## src/design/kbh_map.svh

```systemverilog
// keyboard host interface: port addresses, bit positions, command codes
// and timing counts; included by the package and by the design file
`ifndef KBH_MAP_SVH
`define KBH_MAP_SVH
`define KBH_ADDR_DATA 8'h60
`define KBH_ADDR_CMD  8'h64
// command byte fields
`define KBH_CB_SYS    2
`define KBH_CB_KDIS   4
`define KBH_CB_ADIS   5
`define KBH_CB_RST    8'h00
// host commands
`define KBH_C_RDCB    8'h20
`define KBH_C_WRCB    8'h60
`define KBH_C_PWTST   8'hA4
`define KBH_C_PWLD    8'hA5
`define KBH_C_PWEN    8'hA6
`define KBH_C_ADIS    8'hA7
`define KBH_C_AEN     8'hA8
`define KBH_C_ATST    8'hA9
`define KBH_C_SELF    8'hAA
`define KBH_C_KTST    8'hAB
`define KBH_C_KDIS    8'hAD
`define KBH_C_KEN     8'hAE
`define KBH_C_GATE    8'hD1
`define KBH_C_AUXW    8'hD4
`define KBH_C_NONE    8'h00
// answers
`define KBH_R_SELF    8'h55
`define KBH_R_PWYES   8'hFA
`define KBH_R_PWNO    8'hF1
`define KBH_R_OK      8'h00
`define KBH_R_CLKLO   8'h01
`define KBH_R_CLKHI   8'h02
`define KBH_R_DATLO   8'h03
`define KBH_R_DATHI   8'h04
// timing
`define KBH_CLK_MHZ   40
`define KBH_RST_US    6
`define KBH_RST_CYC   (`KBH_RST_US * `KBH_CLK_MHZ)
`define KBH_TMO_US    2000
`define KBH_TMO_CYC   (`KBH_TMO_US * `KBH_CLK_MHZ)
`define KBH_TEST_CYC  16
`define KBH_PW_LEN    8
`endif

```

## src/design/kbh_pkg.sv

```systemverilog
// keyboard host interface: shared types
// assumes kbh_map.svh sits on the include path
package kbh_pkg;
`include "kbh_map.svh"
    typedef logic [7:0] kbh_byte_t;
    typedef enum {
        ST_IDLE, ST_TX, ST_RESP, ST_TEST, ST_RST
    } kbh_state_e;
endpackage

```

## src/design/kbh_top.sv

```systemverilog
// keyboard host interface: host ports, two serial receivers, a byte FIFO
// and the command interpreter; inputs are synchronous to mclk_i
`timescale 1ns/1ps
`include "kbh_map.svh"

// byte FIFO between the receivers and the output buffer
module kbh_fifo #(
    parameter int WIDTH = 10,
    parameter int DEPTH = 16,
    parameter int AW    = 4
) (
    input  wire logic             mclk_i,
    input  wire logic             rstn_i,
    input  wire logic             in_valid_i,
    input  wire logic [WIDTH-1:0] in_data_i,
    output logic                  in_ready_o,
    output logic                  out_valid_o,
    output logic      [WIDTH-1:0] out_data_o,
    input  wire logic             out_ready_i
);
    logic [WIDTH-1:0] mem [DEPTH];
    logic [AW:0]      wptr, rptr, next_wptr, next_rptr;

    // extra pointer bit tells full from empty
    assign in_ready_o  = (wptr - rptr) != (AW+1)'(DEPTH);
    assign out_valid_o = wptr != rptr;
    assign out_data_o  = mem[rptr[AW-1:0]];

    always_comb begin
        next_wptr = wptr + (AW+1)'(in_valid_i & in_ready_o);
        next_rptr = rptr + (AW+1)'(out_valid_o & out_ready_i);
    end

    always_ff @(posedge mclk_i or negedge rstn_i) begin
        if (!rstn_i) begin
            wptr <= '0;
            rptr <= '0;
        end else begin
            wptr <= next_wptr;
            rptr <= next_rptr;
        end
    end

    // storage carries no reset; only the pointers matter
    always_ff @(posedge mclk_i) begin
        if (in_valid_i & in_ready_o) begin
            mem[wptr[AW-1:0]] <= in_data_i;
        end
    end
endmodule

// Overview of operation
// - receive serial bytes from both peripherals, check parity, fill buffer
// - raise interrupt on buffer load, gated by command byte enables
// - no further byte to a peripheral before it acknowledged the last or the time-out expired
// - output buffer is read-only at data address, read when full
// - data address write is data, command address write is command
// - data bytes go to keyboard unless a command awaits its parameter
// - status register at command address, read has no side effect
// - status bit 0 output full, bit 1 input full
// - status bit 2 mirrors command byte system flag, zero after reset
// - status bit 4 low while the command byte disables the keyboard
// - status bit 5 marks a buffered byte from the auxiliary device
// - status bit 6 flags a peripheral time-out
// - status bit 7 flags a byte received with even parity
// - command 20h returns command byte, 60h writes it from next data
// - command byte: aux disable, kbd disable, sys, two int enables
// - password test answers FAh when loaded, F1h otherwise
// - password load takes data bytes until a zero byte
// - password enable compares keystrokes against stored password
// - aux interface test returns codes 00 to 04
// - self test returns 55h
// - keyboard interface test returns codes 00 to 04
// - keyboard interface test returns 04 for data stuck high
// - ADh disables and AEh enables the keyboard interface
// - after D1h, next data bit 1 sets the address line 20 gate
// - FXh with even code pulses cpu reset low for 6 us
module kbh_top #(
    parameter int TMO_CYC = `KBH_TMO_CYC
) (
    input  wire logic              mclk_i,
    input  wire logic              rstn_i,
    input  wire logic        [7:0] io_addr_i,
    input  wire logic              io_rd_i,
    input  wire logic              io_wr_i,
    input  wire kbh_pkg::kbh_byte_t io_wdata_i,
    output kbh_pkg::kbh_byte_t     io_rdata_o,
    output logic                   kbd_irq_o,
    output logic                   aux_irq_o,
    input  wire logic        [1:0] ps_clk_i,
    input  wire logic        [1:0] ps_dat_i,
    output logic             [1:0] ps_clk_o,
    output logic             [1:0] ps_clk_oe_n_o,
    output logic             [1:0] ps_dat_o,
    output logic             [1:0] ps_dat_oe_n_o,
    output kbh_pkg::kbh_byte_t     tx_data_o,
    output logic             [1:0] tx_valid_o,
    input  wire logic        [1:0] tx_ack_i,
    output logic                   addr_line_twenty_gate_o,
    output logic                   cpu_reset_line_n_o
);
    import kbh_pkg::*;

    localparam logic [16:0] TMO_LAST  = 17'(TMO_CYC - 1);
    localparam logic [16:0] RST_LAST  = 17'(`KBH_RST_CYC - 1);
    localparam logic [16:0] TEST_LAST = 17'(`KBH_TEST_CYC - 1);

    kbh_state_e state, next_state;
    kbh_byte_t  cb, next_cb, ob, next_ob, inb, next_inb;
    kbh_byte_t  resp, next_resp, pend, next_pend, txb, next_txb;
    logic       obf, next_obf, ibf, next_ibf, cd, next_cd;
    logic       ob_aux, next_ob_aux, perr, next_perr, tmo, next_tmo;
    logic       tx_aux, next_tx_aux, tst_ch, next_tst_ch;
    logic       tst_ph, next_tst_ph, gate, next_gate, rst_n, next_rst_n;
    logic       pw_on, next_pw_on;
    logic [3:0] pw_len, next_pw_len, pw_idx, next_pw_idx;
    logic [16:0] tmr, next_tmr;
    kbh_byte_t  pw_mem [`KBH_PW_LEN];
    logic       pw_we;

    logic       rx_hold [2];
    logic [8:0] rx_byte [2];
    logic [1:0] rx_tmo, take, inhibit;
    logic       f_ready, f_valid, f_pop, drive_lo;
    logic [9:0] f_in, f_out;

    // a parked byte holds its clock low, so the FIFO stalls the peripheral
    assign take[0] = rx_hold[0] & f_ready;
    assign take[1] = rx_hold[1] & ~rx_hold[0] & f_ready;
    assign f_in    = rx_hold[0] ? {1'b0, rx_byte[0]} : {1'b1, rx_byte[1]};
    assign drive_lo = (state == ST_TEST) & tst_ph;
    assign inhibit[0] = rx_hold[0] | cb[`KBH_CB_KDIS];
    assign inhibit[1] = rx_hold[1] | cb[`KBH_CB_ADIS];

    // one receiver per channel: start, 8 data lsb first, parity, stop
    for (genvar c = 0; c < 2; c++) begin : g_rx
        logic        clk_q, next_clk_q, hold, next_hold, tp;
        logic [10:0] sh, next_sh;
        logic [3:0]  cnt, next_cnt;
        logic [16:0] rt, next_rt;
        logic [8:0]  hb, next_hb;

        always_comb begin
            next_clk_q = ps_clk_i[c];
            next_sh    = sh;
            next_cnt   = cnt;
            next_rt    = rt;
            next_hold  = hold & ~take[c];
            next_hb    = hb;
            tp         = 1'b0;
            if (clk_q & ~ps_clk_i[c]) begin
                next_sh  = {ps_dat_i[c], sh[10:1]};
                next_cnt = cnt + 4'h1;
                next_rt  = '0;
            end else if (cnt == 4'hB) begin
                next_cnt = '0;
                // framing must be good; parity error kept with byte
                if (!sh[0] && sh[10]) begin
                    next_hold = 1'b1;
                    next_hb   = {~^sh[9:1], sh[8:1]};
                end
            end else if (cnt != 4'h0) begin
                // a stalled frame is dropped and reported
                if (rt == TMO_LAST) begin
                    next_cnt = '0;
                    next_rt  = '0;
                    tp       = 1'b1;
                end else begin
                    next_rt = rt + 17'h1;
                end
            end
        end

        always_ff @(posedge mclk_i or negedge rstn_i) begin
            if (!rstn_i) begin
                clk_q <= 1'b1;
                {sh, cnt, rt, hold, hb} <= '0;
            end else begin
                clk_q <= next_clk_q;
                {sh, cnt, rt, hold, hb} <=
                    {next_sh, next_cnt, next_rt, next_hold, next_hb};
            end
        end

        assign rx_hold[c]       = hold;
        assign rx_byte[c]       = hb;
        assign rx_tmo[c]        = tp;
        assign ps_clk_o[c]      = 1'b0;
        assign ps_dat_o[c]      = 1'b0;
        assign ps_clk_oe_n_o[c] = ~(inhibit[c] | drive_lo);
        assign ps_dat_oe_n_o[c] = ~drive_lo;
    end

    kbh_fifo #(.WIDTH(10), .DEPTH(16), .AW(4)) u_fifo (
        .mclk_i      (mclk_i),
        .rstn_i      (rstn_i),
        .in_valid_i  (rx_hold[0] | rx_hold[1]),
        .in_data_i   (f_in),
        .in_ready_o  (f_ready),
        .out_valid_o (f_valid),
        .out_data_o  (f_out),
        .out_ready_i (f_pop)
    );

    // host read mux; status read changes nothing
    always_comb begin
        if (io_addr_i == `KBH_ADDR_CMD) begin
            io_rdata_o = {perr, tmo, obf & ob_aux, ~cb[`KBH_CB_KDIS],
                          cd, cb[`KBH_CB_SYS], ibf, obf};
        end else begin
            io_rdata_o = ob;
        end
    end

    assign kbd_irq_o  = obf & ~ob_aux & cb[0];
    assign aux_irq_o  = obf & ob_aux & cb[1];
    assign tx_data_o  = txb;
    assign tx_valid_o = (state == ST_TX) ? {tx_aux, ~tx_aux} : 2'b00;
    assign addr_line_twenty_gate_o = gate;
    assign cpu_reset_line_n_o      = rst_n;

    // command interpreter, output buffer loading and password match
    always_comb begin
        next_state  = state;
        {next_cb, next_ob, next_inb, next_resp, next_pend, next_txb} =
            {cb, ob, inb, resp, pend, txb};
        {next_obf, next_ibf, next_cd, next_ob_aux, next_tmo} =
            {obf, ibf, cd, ob_aux, tmo};
        {next_perr, next_tx_aux, next_tst_ch, next_tst_ph, next_gate} =
            {perr, tx_aux, tst_ch, tst_ph, gate};
        {next_pw_on, next_pw_len, next_pw_idx} = {pw_on, pw_len, pw_idx};
        next_rst_n  = 1'b1;
        next_tmr    = tmr + 17'h1;
        pw_we       = 1'b0;
        f_pop       = 1'b0;
        if (io_rd_i && io_addr_i == `KBH_ADDR_DATA) begin
            next_obf = 1'b0;
        end
        unique case (state)
            ST_IDLE: begin
                next_tmr = '0;
                if (ibf) begin
                    next_ibf = 1'b0;
                    if (cd) begin
                        next_pend = `KBH_C_NONE;
                        unique case (inb)
                            `KBH_C_RDCB: begin
                                next_resp  = cb;
                                next_state = ST_RESP;
                            end
                            `KBH_C_WRCB: next_pend = inb;
                            `KBH_C_PWTST: begin
                                next_resp  = (pw_len != 4'h0) ?
                                             `KBH_R_PWYES : `KBH_R_PWNO;
                                next_state = ST_RESP;
                            end
                            `KBH_C_PWLD: begin
                                next_pend   = inb;
                                next_pw_len = '0;
                                next_pw_on  = 1'b0;
                            end
                            `KBH_C_PWEN: begin
                                next_pw_on  = pw_len != 4'h0;
                                next_pw_idx = '0;
                            end
                            `KBH_C_ADIS: next_cb[`KBH_CB_ADIS] = 1'b1;
                            `KBH_C_AEN:  next_cb[`KBH_CB_ADIS] = 1'b0;
                            `KBH_C_ATST, `KBH_C_KTST: begin
                                next_tst_ch = inb == `KBH_C_ATST;
                                next_tst_ph = 1'b0;
                                next_state  = ST_TEST;
                            end
                            `KBH_C_SELF: begin
                                next_resp  = `KBH_R_SELF;
                                next_state = ST_RESP;
                            end
                            `KBH_C_KDIS: next_cb[`KBH_CB_KDIS] = 1'b1;
                            `KBH_C_KEN:  next_cb[`KBH_CB_KDIS] = 1'b0;
                            `KBH_C_GATE, `KBH_C_AUXW: next_pend = inb;
                            default: begin
                                // only even codes of the top row reset
                                if (inb[7:4] == 4'hF && !inb[0]) begin
                                    next_rst_n = 1'b0;
                                    next_state = ST_RST;
                                end
                            end
                        endcase
                    end else begin
                        next_pend = `KBH_C_NONE;
                        unique case (pend)
                            `KBH_C_WRCB: next_cb = inb;
                            `KBH_C_PWLD: begin
                                // zero ends loading; extra bytes dropped
                                if (inb != 8'h00) begin
                                    next_pend = pend;
                                    if (pw_len != 4'(`KBH_PW_LEN)) begin
                                        pw_we       = 1'b1;
                                        next_pw_len = pw_len + 4'h1;
                                    end
                                end
                            end
                            `KBH_C_GATE: next_gate = inb[1];
                            default: begin
                                next_txb    = inb;
                                next_tx_aux = pend == `KBH_C_AUXW;
                                next_state  = ST_TX;
                            end
                        endcase
                    end
                end
            end
            ST_TX: begin
                // hold until the peripheral acknowledges this byte or the time-out expires
                if (tx_ack_i[tx_aux]) begin
                    next_state = ST_IDLE;
                end else if (tmr == TMO_LAST) begin
                    next_tmo   = 1'b1;
                    next_state = ST_IDLE;
                end
            end
            ST_RESP: begin
                if (!obf) begin
                    next_ob     = resp;
                    next_ob_aux = 1'b0;
                    next_perr   = 1'b0;
                    next_obf    = 1'b1;
                    next_state  = ST_IDLE;
                end
            end
            ST_TEST: begin
                // released lines must read high, driven lines low
                if (tmr == TEST_LAST) begin
                    next_tmr    = '0;
                    next_tst_ph = 1'b1;
                    if (!tst_ph) begin
                        if (!ps_clk_i[tst_ch]) begin
                            next_resp  = `KBH_R_CLKLO;
                            next_state = ST_RESP;
                        end else if (!ps_dat_i[tst_ch]) begin
                            next_resp  = `KBH_R_DATLO;
                            next_state = ST_RESP;
                        end
                    end else begin
                        next_state = ST_RESP;
                        if (ps_clk_i[tst_ch]) begin
                            next_resp = `KBH_R_CLKHI;
                        end else if (ps_dat_i[tst_ch]) begin
                            next_resp = `KBH_R_DATHI;
                        end else begin
                            next_resp = `KBH_R_OK;
                        end
                    end
                end
            end
            ST_RST: begin
                next_rst_n = 1'b0;
                if (tmr == RST_LAST) begin
                    next_rst_n = 1'b1;
                    next_state = ST_IDLE;
                end
            end
        endcase
        // keystrokes are swallowed while the password is armed
        if (f_valid && pw_on && !f_out[9]) begin
            f_pop = 1'b1;
            if (f_out[7:0] == pw_mem[pw_idx[2:0]]) begin
                next_pw_idx = pw_idx + 4'h1;
                next_pw_on  = (pw_idx + 4'h1) != pw_len;
            end else begin
                next_pw_idx = '0;
            end
        end else if (f_valid && !obf && state != ST_RESP) begin
            f_pop       = 1'b1;
            next_ob     = f_out[7:0];
            next_ob_aux = f_out[9];
            next_perr   = f_out[8];
            next_tmo    = 1'b0;
            next_obf    = 1'b1;
        end
        // a receiver time-out in the clearing cycle still sets the flag
        if (rx_tmo != 2'b00) begin
            next_tmo = 1'b1;
        end
        // host writes set the flag even in the cycle it is consumed
        if (io_wr_i && (io_addr_i == `KBH_ADDR_DATA ||
                        io_addr_i == `KBH_ADDR_CMD)) begin
            next_inb = io_wdata_i;
            next_ibf = 1'b1;
            next_cd  = io_addr_i == `KBH_ADDR_CMD;
        end
    end

    // password store written one byte at a time
    always_ff @(posedge mclk_i) begin
        if (pw_we) begin
            pw_mem[pw_len[2:0]] <= inb;
        end
    end

    always_ff @(posedge mclk_i or negedge rstn_i) begin
        if (!rstn_i) begin
            state <= ST_IDLE;
            cb    <= `KBH_CB_RST;
            pend  <= `KBH_C_NONE;
            rst_n <= 1'b1;
            {obf, ibf, ob_aux, perr, tmo} <= '0;
            {ob, inb, resp, txb, cd, tx_aux, tst_ch, tst_ph} <= '0;
            {gate, pw_on, pw_len, pw_idx, tmr} <= '0;
        end else begin
            state <= next_state;
            {cb, ob, inb, resp, pend, txb} <=
                {next_cb, next_ob, next_inb, next_resp, next_pend, next_txb};
            {obf, ibf, cd, ob_aux, tmo} <=
                {next_obf, next_ibf, next_cd, next_ob_aux, next_tmo};
            {perr, tx_aux, tst_ch, tst_ph, gate} <=
                {next_perr, next_tx_aux, next_tst_ch, next_tst_ph, next_gate};
            {pw_on, pw_len, pw_idx, rst_n, tmr} <=
                {next_pw_on, next_pw_len, next_pw_idx, next_rst_n, next_tmr};
        end
    end
endmodule

```

## config.mk

```make
export PLATFORM = sky130hd
export DESIGN_NAME = kbh_top
export DESIGN_NICKNAME = d
export VERILOG_FILES = /design/src/design/kbh_pkg.sv /design/src/design/kbh_top.sv
export VERILOG_INCLUDE_DIRS = /design/src /design/src/design
export SDC_FILE = /design/constraint.sdc
export NUM_CORES = 1
export LEC_CHECK = 0
export ABC_AREA = 1
export ABC_CLOCK_PERIOD_IN_PS = 3100
export BUFFER_PORTS_ARGS = -buffer_cell sky130_fd_sc_hd__buf_2
export CAP_MARGIN = 5
export CORE_AREA = 2 2 201 203
export DETAILED_ROUTE_END_ITERATION = 7
export DIE_AREA = 0 0 203 205
export PLACE_DENSITY_LB_ADDON = 0.08
export SYNTH_ARGS = -nofsm -noshare
export SYNTH_HDL_FRONTEND = slang
export SYNTH_SLANG_ARGS = --single-unit
```

## constraint.sdc

```tcl
create_clock -name mclk_i -period 3.1 [get_ports mclk_i]
set_input_delay 0.62 -clock mclk_i [delete_from_list [all_inputs] [get_ports mclk_i]]
set_output_delay 0.62 -clock mclk_i [all_outputs]
set_load 0.01 [all_outputs]
```

==> tab_implementation.tex <==
\begin{tabular}{lr}
\hline
Metric & Value \\
\hline
\multicolumn{2}{l}{\textbf{Synth}} \\
Share of synthesized registers carrying an async set or reset & 0.4510 \\
Sequential fraction of the synthesis area & 0.5923 \\
Post-Syn Area & around 19000 um\^{}2 \\
Unique masters post-synth & 54 \\
Yosys warnings & 0 \\
Primary FF master, synth & edfxtp\_1 \\
Seq cells post-synth & 408 \\
Number of enable-type register cells in the synthesized netlist & 224 \\
Post-Synthesis Cells & between 2000 and 2500 \\
Mean instance size in the synthesized netlist & 9.253 um\^{}2 \\
\multicolumn{2}{l}{\textbf{Routing}} \\
Initial drt markers & 1162 \\
Number of DRC violations after detailed routing & 0 \\
Post-detailed-route wirelength per cell & 16.84 um \\
Number of search-and-repair iterations in the first detailed-routing pass & 5 \\
Post-route antenna net violation count & 0 \\
Total length of routed wires & 45790 um \\
Vias & roughly 14000 \\
Routed via count divided by cell count & around 5.2 \\
\multicolumn{2}{l}{\textbf{Clock network}} \\
Quantity of gates resized following cts & 0 \\
Number of buffers inserted for hold repair after clock tree synthesis & 0 \\
Worst-Skew Late Latency & 0.57 ns \\
Clock-pin slew of the registers on the worst-case setup and hold paths & around 0.050 ns \\
Clock sinks & around 410 \\
Deepest clock path buffer count & 3 \\
Postcts setup bufs & 0 \\
CTS H-tree lvls & 2 \\
Clock Root Buffer & clkbuf\_16 \\
Number of clock buffers inserted by TritonCTS & 45 \\
CTS tree & done \\
\multicolumn{2}{l}{\textbf{GRT}} \\
Via count of the first global-routing pass & roughly 13000 \\
GR Util All Layers & 0.2249 \\
Wire length of the first global-routing pass & about 73000 um \\
Total congestion overflow & 0 \\
Initial antenna violation count & 0 \\
Largest net degree at the start of global routing & 100 \\
\multicolumn{2}{l}{\textbf{Cells and area}} \\
NumNets Final & approximately 2200 \\
Commonest cells after routing, fill and taps aside & nand2\_1 (544), inv\_1 (254), edfxtp\_1 (224), nor2\_1 (189), dfrtp\_1 (180) \\
Fin util & 0.5515 \\
Commonest non-fill, non-tap cell in the layout & nand2\_1 \\
Antenna diode count & 0 \\
Layout cells sized above 1 & 0.1112 \\
Layout overhead on the synthesized area & 13.45\% \\
\multicolumn{2}{l}{\textbf{Critical path}} \\
Kind of start point of the critical path & primary input \\
Cell repeated most along the worst path & buf\_2 \\
Launch instance of the worst register-to-register path & u\_fifo.wptr[1]\$\_DFF\_PN0\_ \\
Largest fanout of any net on the critical path & 14 \\
CP arrival & between 2 and 2.5 ns \\
Crit end category & output port \\
Worst flop-to-flop path endpoint & u\_fifo.mem[6][5]\$\_DFFE\_PP\_ \\
Delay of the slowest critical-path stage & between 0.3 and 0.4 ns \\
Reg2reg setup slack & between 0.3 and 0.4 ns \\
Required arrival time at the worst endpoint & 2.48 ns \\
Worst-path cell chain & buf\_2 > or2\_2 > nor4\_4 > inv\_1 > o21ai\_0 > buf\_2 \\
Crit-path slowest cell & o21ai\_0 \\
Critical setup path kind & primary input to output port \\
Reg2Reg Depth & 13 \\
\multicolumn{2}{l}{\textbf{Placed design}} \\
Sum of net half-perimeters after detailed placement & just over 30000 um \\
Count of buffers inserted at the top-level ports & 51 \\
Worst setup slack after placement & approximately 0.38 ns \\
Last weighted congestion value of the routability-driven placer & $\sim$0.9 \\
\multicolumn{2}{l}{\textbf{Timing}} \\
Final Critical Period & 2.778 ns \\
Worst-Margin Slew & 0.8155 ns \\
Slew headroom & 0.4563 \\
Post-route clock period utilization & 0.8961 \\
RSZ-0062 raised after global routing & no \\
Number of hold violations in the final report & 0 \\
Achievable frequency & roughly 360 MHz \\
Max Transition Viols Final & 0 \\
Final worst setup slack & between 0.3 and 0.4 ns \\
Worst-case clock skew & around 0.014 ns \\
Total negative setup slack & 0 ns \\
Worst hold margin & roughly 0.13 ns \\
Endpoints failing setup & 0 \\
\multicolumn{2}{l}{\textbf{Die}} \\
Die outline width & $\sim$200 um \\
\# rows & 73 \\
Standard cell core area & around 39000 um\^{}2 \\
Vertical extent of the die & 205 um \\
Initial core utilization & 0.4861 \\
Area of the die & $\sim$42000 um\^{}2 \\
Ports & 56 \\
\multicolumn{2}{l}{\textbf{Run status}} \\
Run status & completed \\
\multicolumn{2}{l}{\textbf{Power and ir drop}} \\
Peak supply drop & roughly 500 uV \\
Power per cell area & $\sim$740 nW/um\^{}2 \\
Design Power & between 0.015 and 0.02 W \\
Reported leakage power & 9.487 nW \\
\multicolumn{2}{l}{\textbf{Flow run}} \\
Max Cap Violations & 0 \\
\multicolumn{2}{l}{\textbf{Min path}} \\
Class of the tightest hold or removal check & primary input to asynchronous set/reset pin \\
\hline
\end{tabular}
==> where the power goes <==
part           switching (W)  leakage (nW)  internal (W)
clock                0.00224         0.777       0.00347
combinational        0.00254          4.41       0.00123
sequential          0.000401          4.30       0.00618
total                0.00518          9.49        0.0109
==> flip-flops by register name (all words and copies together) (netlist names), 17 cells and up <==
name	flops
u_fifo.mem	160
pw_mem	64
g_rx.rt	34
g_rx.sh	22
g_rx.hb	18
tmr	17
==> synth_stat cells (18+ instances only) <==
master    number  area, um^2
nor3_1        18       90.09
inv_1        254       953.4
edfxtp_1     224        6726
nand3_1      141       705.7
ha_1          18       225.2
buf_2         24       120.1
nor2_1       189       709.4
xor2_1        24       210.2
nand4_1       29       181.4
o22ai_1       18       112.6
o21ai_1       19       95.09
o21ai_0      161       805.8
a21oi_1       31       155.2
dfrtp_1      181        4529
nand2_1      544        2042
xnor2_1       24       210.2
==> how the worst max path moves through the flow <==
stage / depth (start not counted) / endpoint / from / slack (ns)
detailed placement: 6 / io_rdata_o[4] / io_addr_i[1] / 0.38
CTS: 7 / ps_clk_oe_n_o[1] / state[2]$_DFFE_PN0P_ / 0.31
global route: 13 / u_fifo.mem[10][9]$_DFFE_PP_ / u_fifo.wptr[1]$_DFF_PN0_ / 0.18
finish: 6 / io_rdata_o[4] / io_addr_i[1] / 0.32
floorplan: 16 / u_fifo.mem[14][0]$_DFFE_PP_ / u_fifo.rptr[1]$_DFF_PN0_ / 0.28
global placement: 6 / io_rdata_o[4] / io_addr_i[1] / 0.44
==> stage by stage <==
stage               cells  cell area (um^2)
finish               2719             21710
global route         2719             21710
floorplan            2071             19150
CTS                  2719             21710
detailed placement   2635             20120
global placement     2635             20120
==> critical path, delay by kind of cell <==
kind | cells | cell delay, ns
simple gates | 2 | 0.62
buf+inv | 3 | 0.59
compound gates | 1 | 0.33
==> cell type report <==
class | instances | area, um^2
Sequential cell | 408 | 11340
Multi-Input combinational cell | 1324 | 6381
Clock buffer | 57 | 1254
Timing Repair Buffer | 105 | 719.4
Inverter | 273 | 1025
Tap cell | 525 | 656.9
Clock inverter | 27 | 337.8
Fill cell | 3483 | 17660
==> kinds of logic after synthesis <==
group | after synthesis | synth area share
muxes | 1 | 0.0005884
and+or+nand+nor | 972 | 0.2158
other | 1 | 0.0001960
adders and majority gates | 18 | 0.01177
DFF | 408 | 0.5923
buffers and inverters | 339 | 0.07480
AOI/OAI and AO/OA | 281 | 0.08258
xor gates and xnor gates | 48 | 0.02197
==> layer usage <==
metal  global-route usage  part of all wire
met4              0.07169             0.026
met3              0.02832             0.043
met1               0.3263              0.48
met5                    0                 0
met2               0.3535              0.45
No activity file was read; power rests on OpenSTA's default activity.
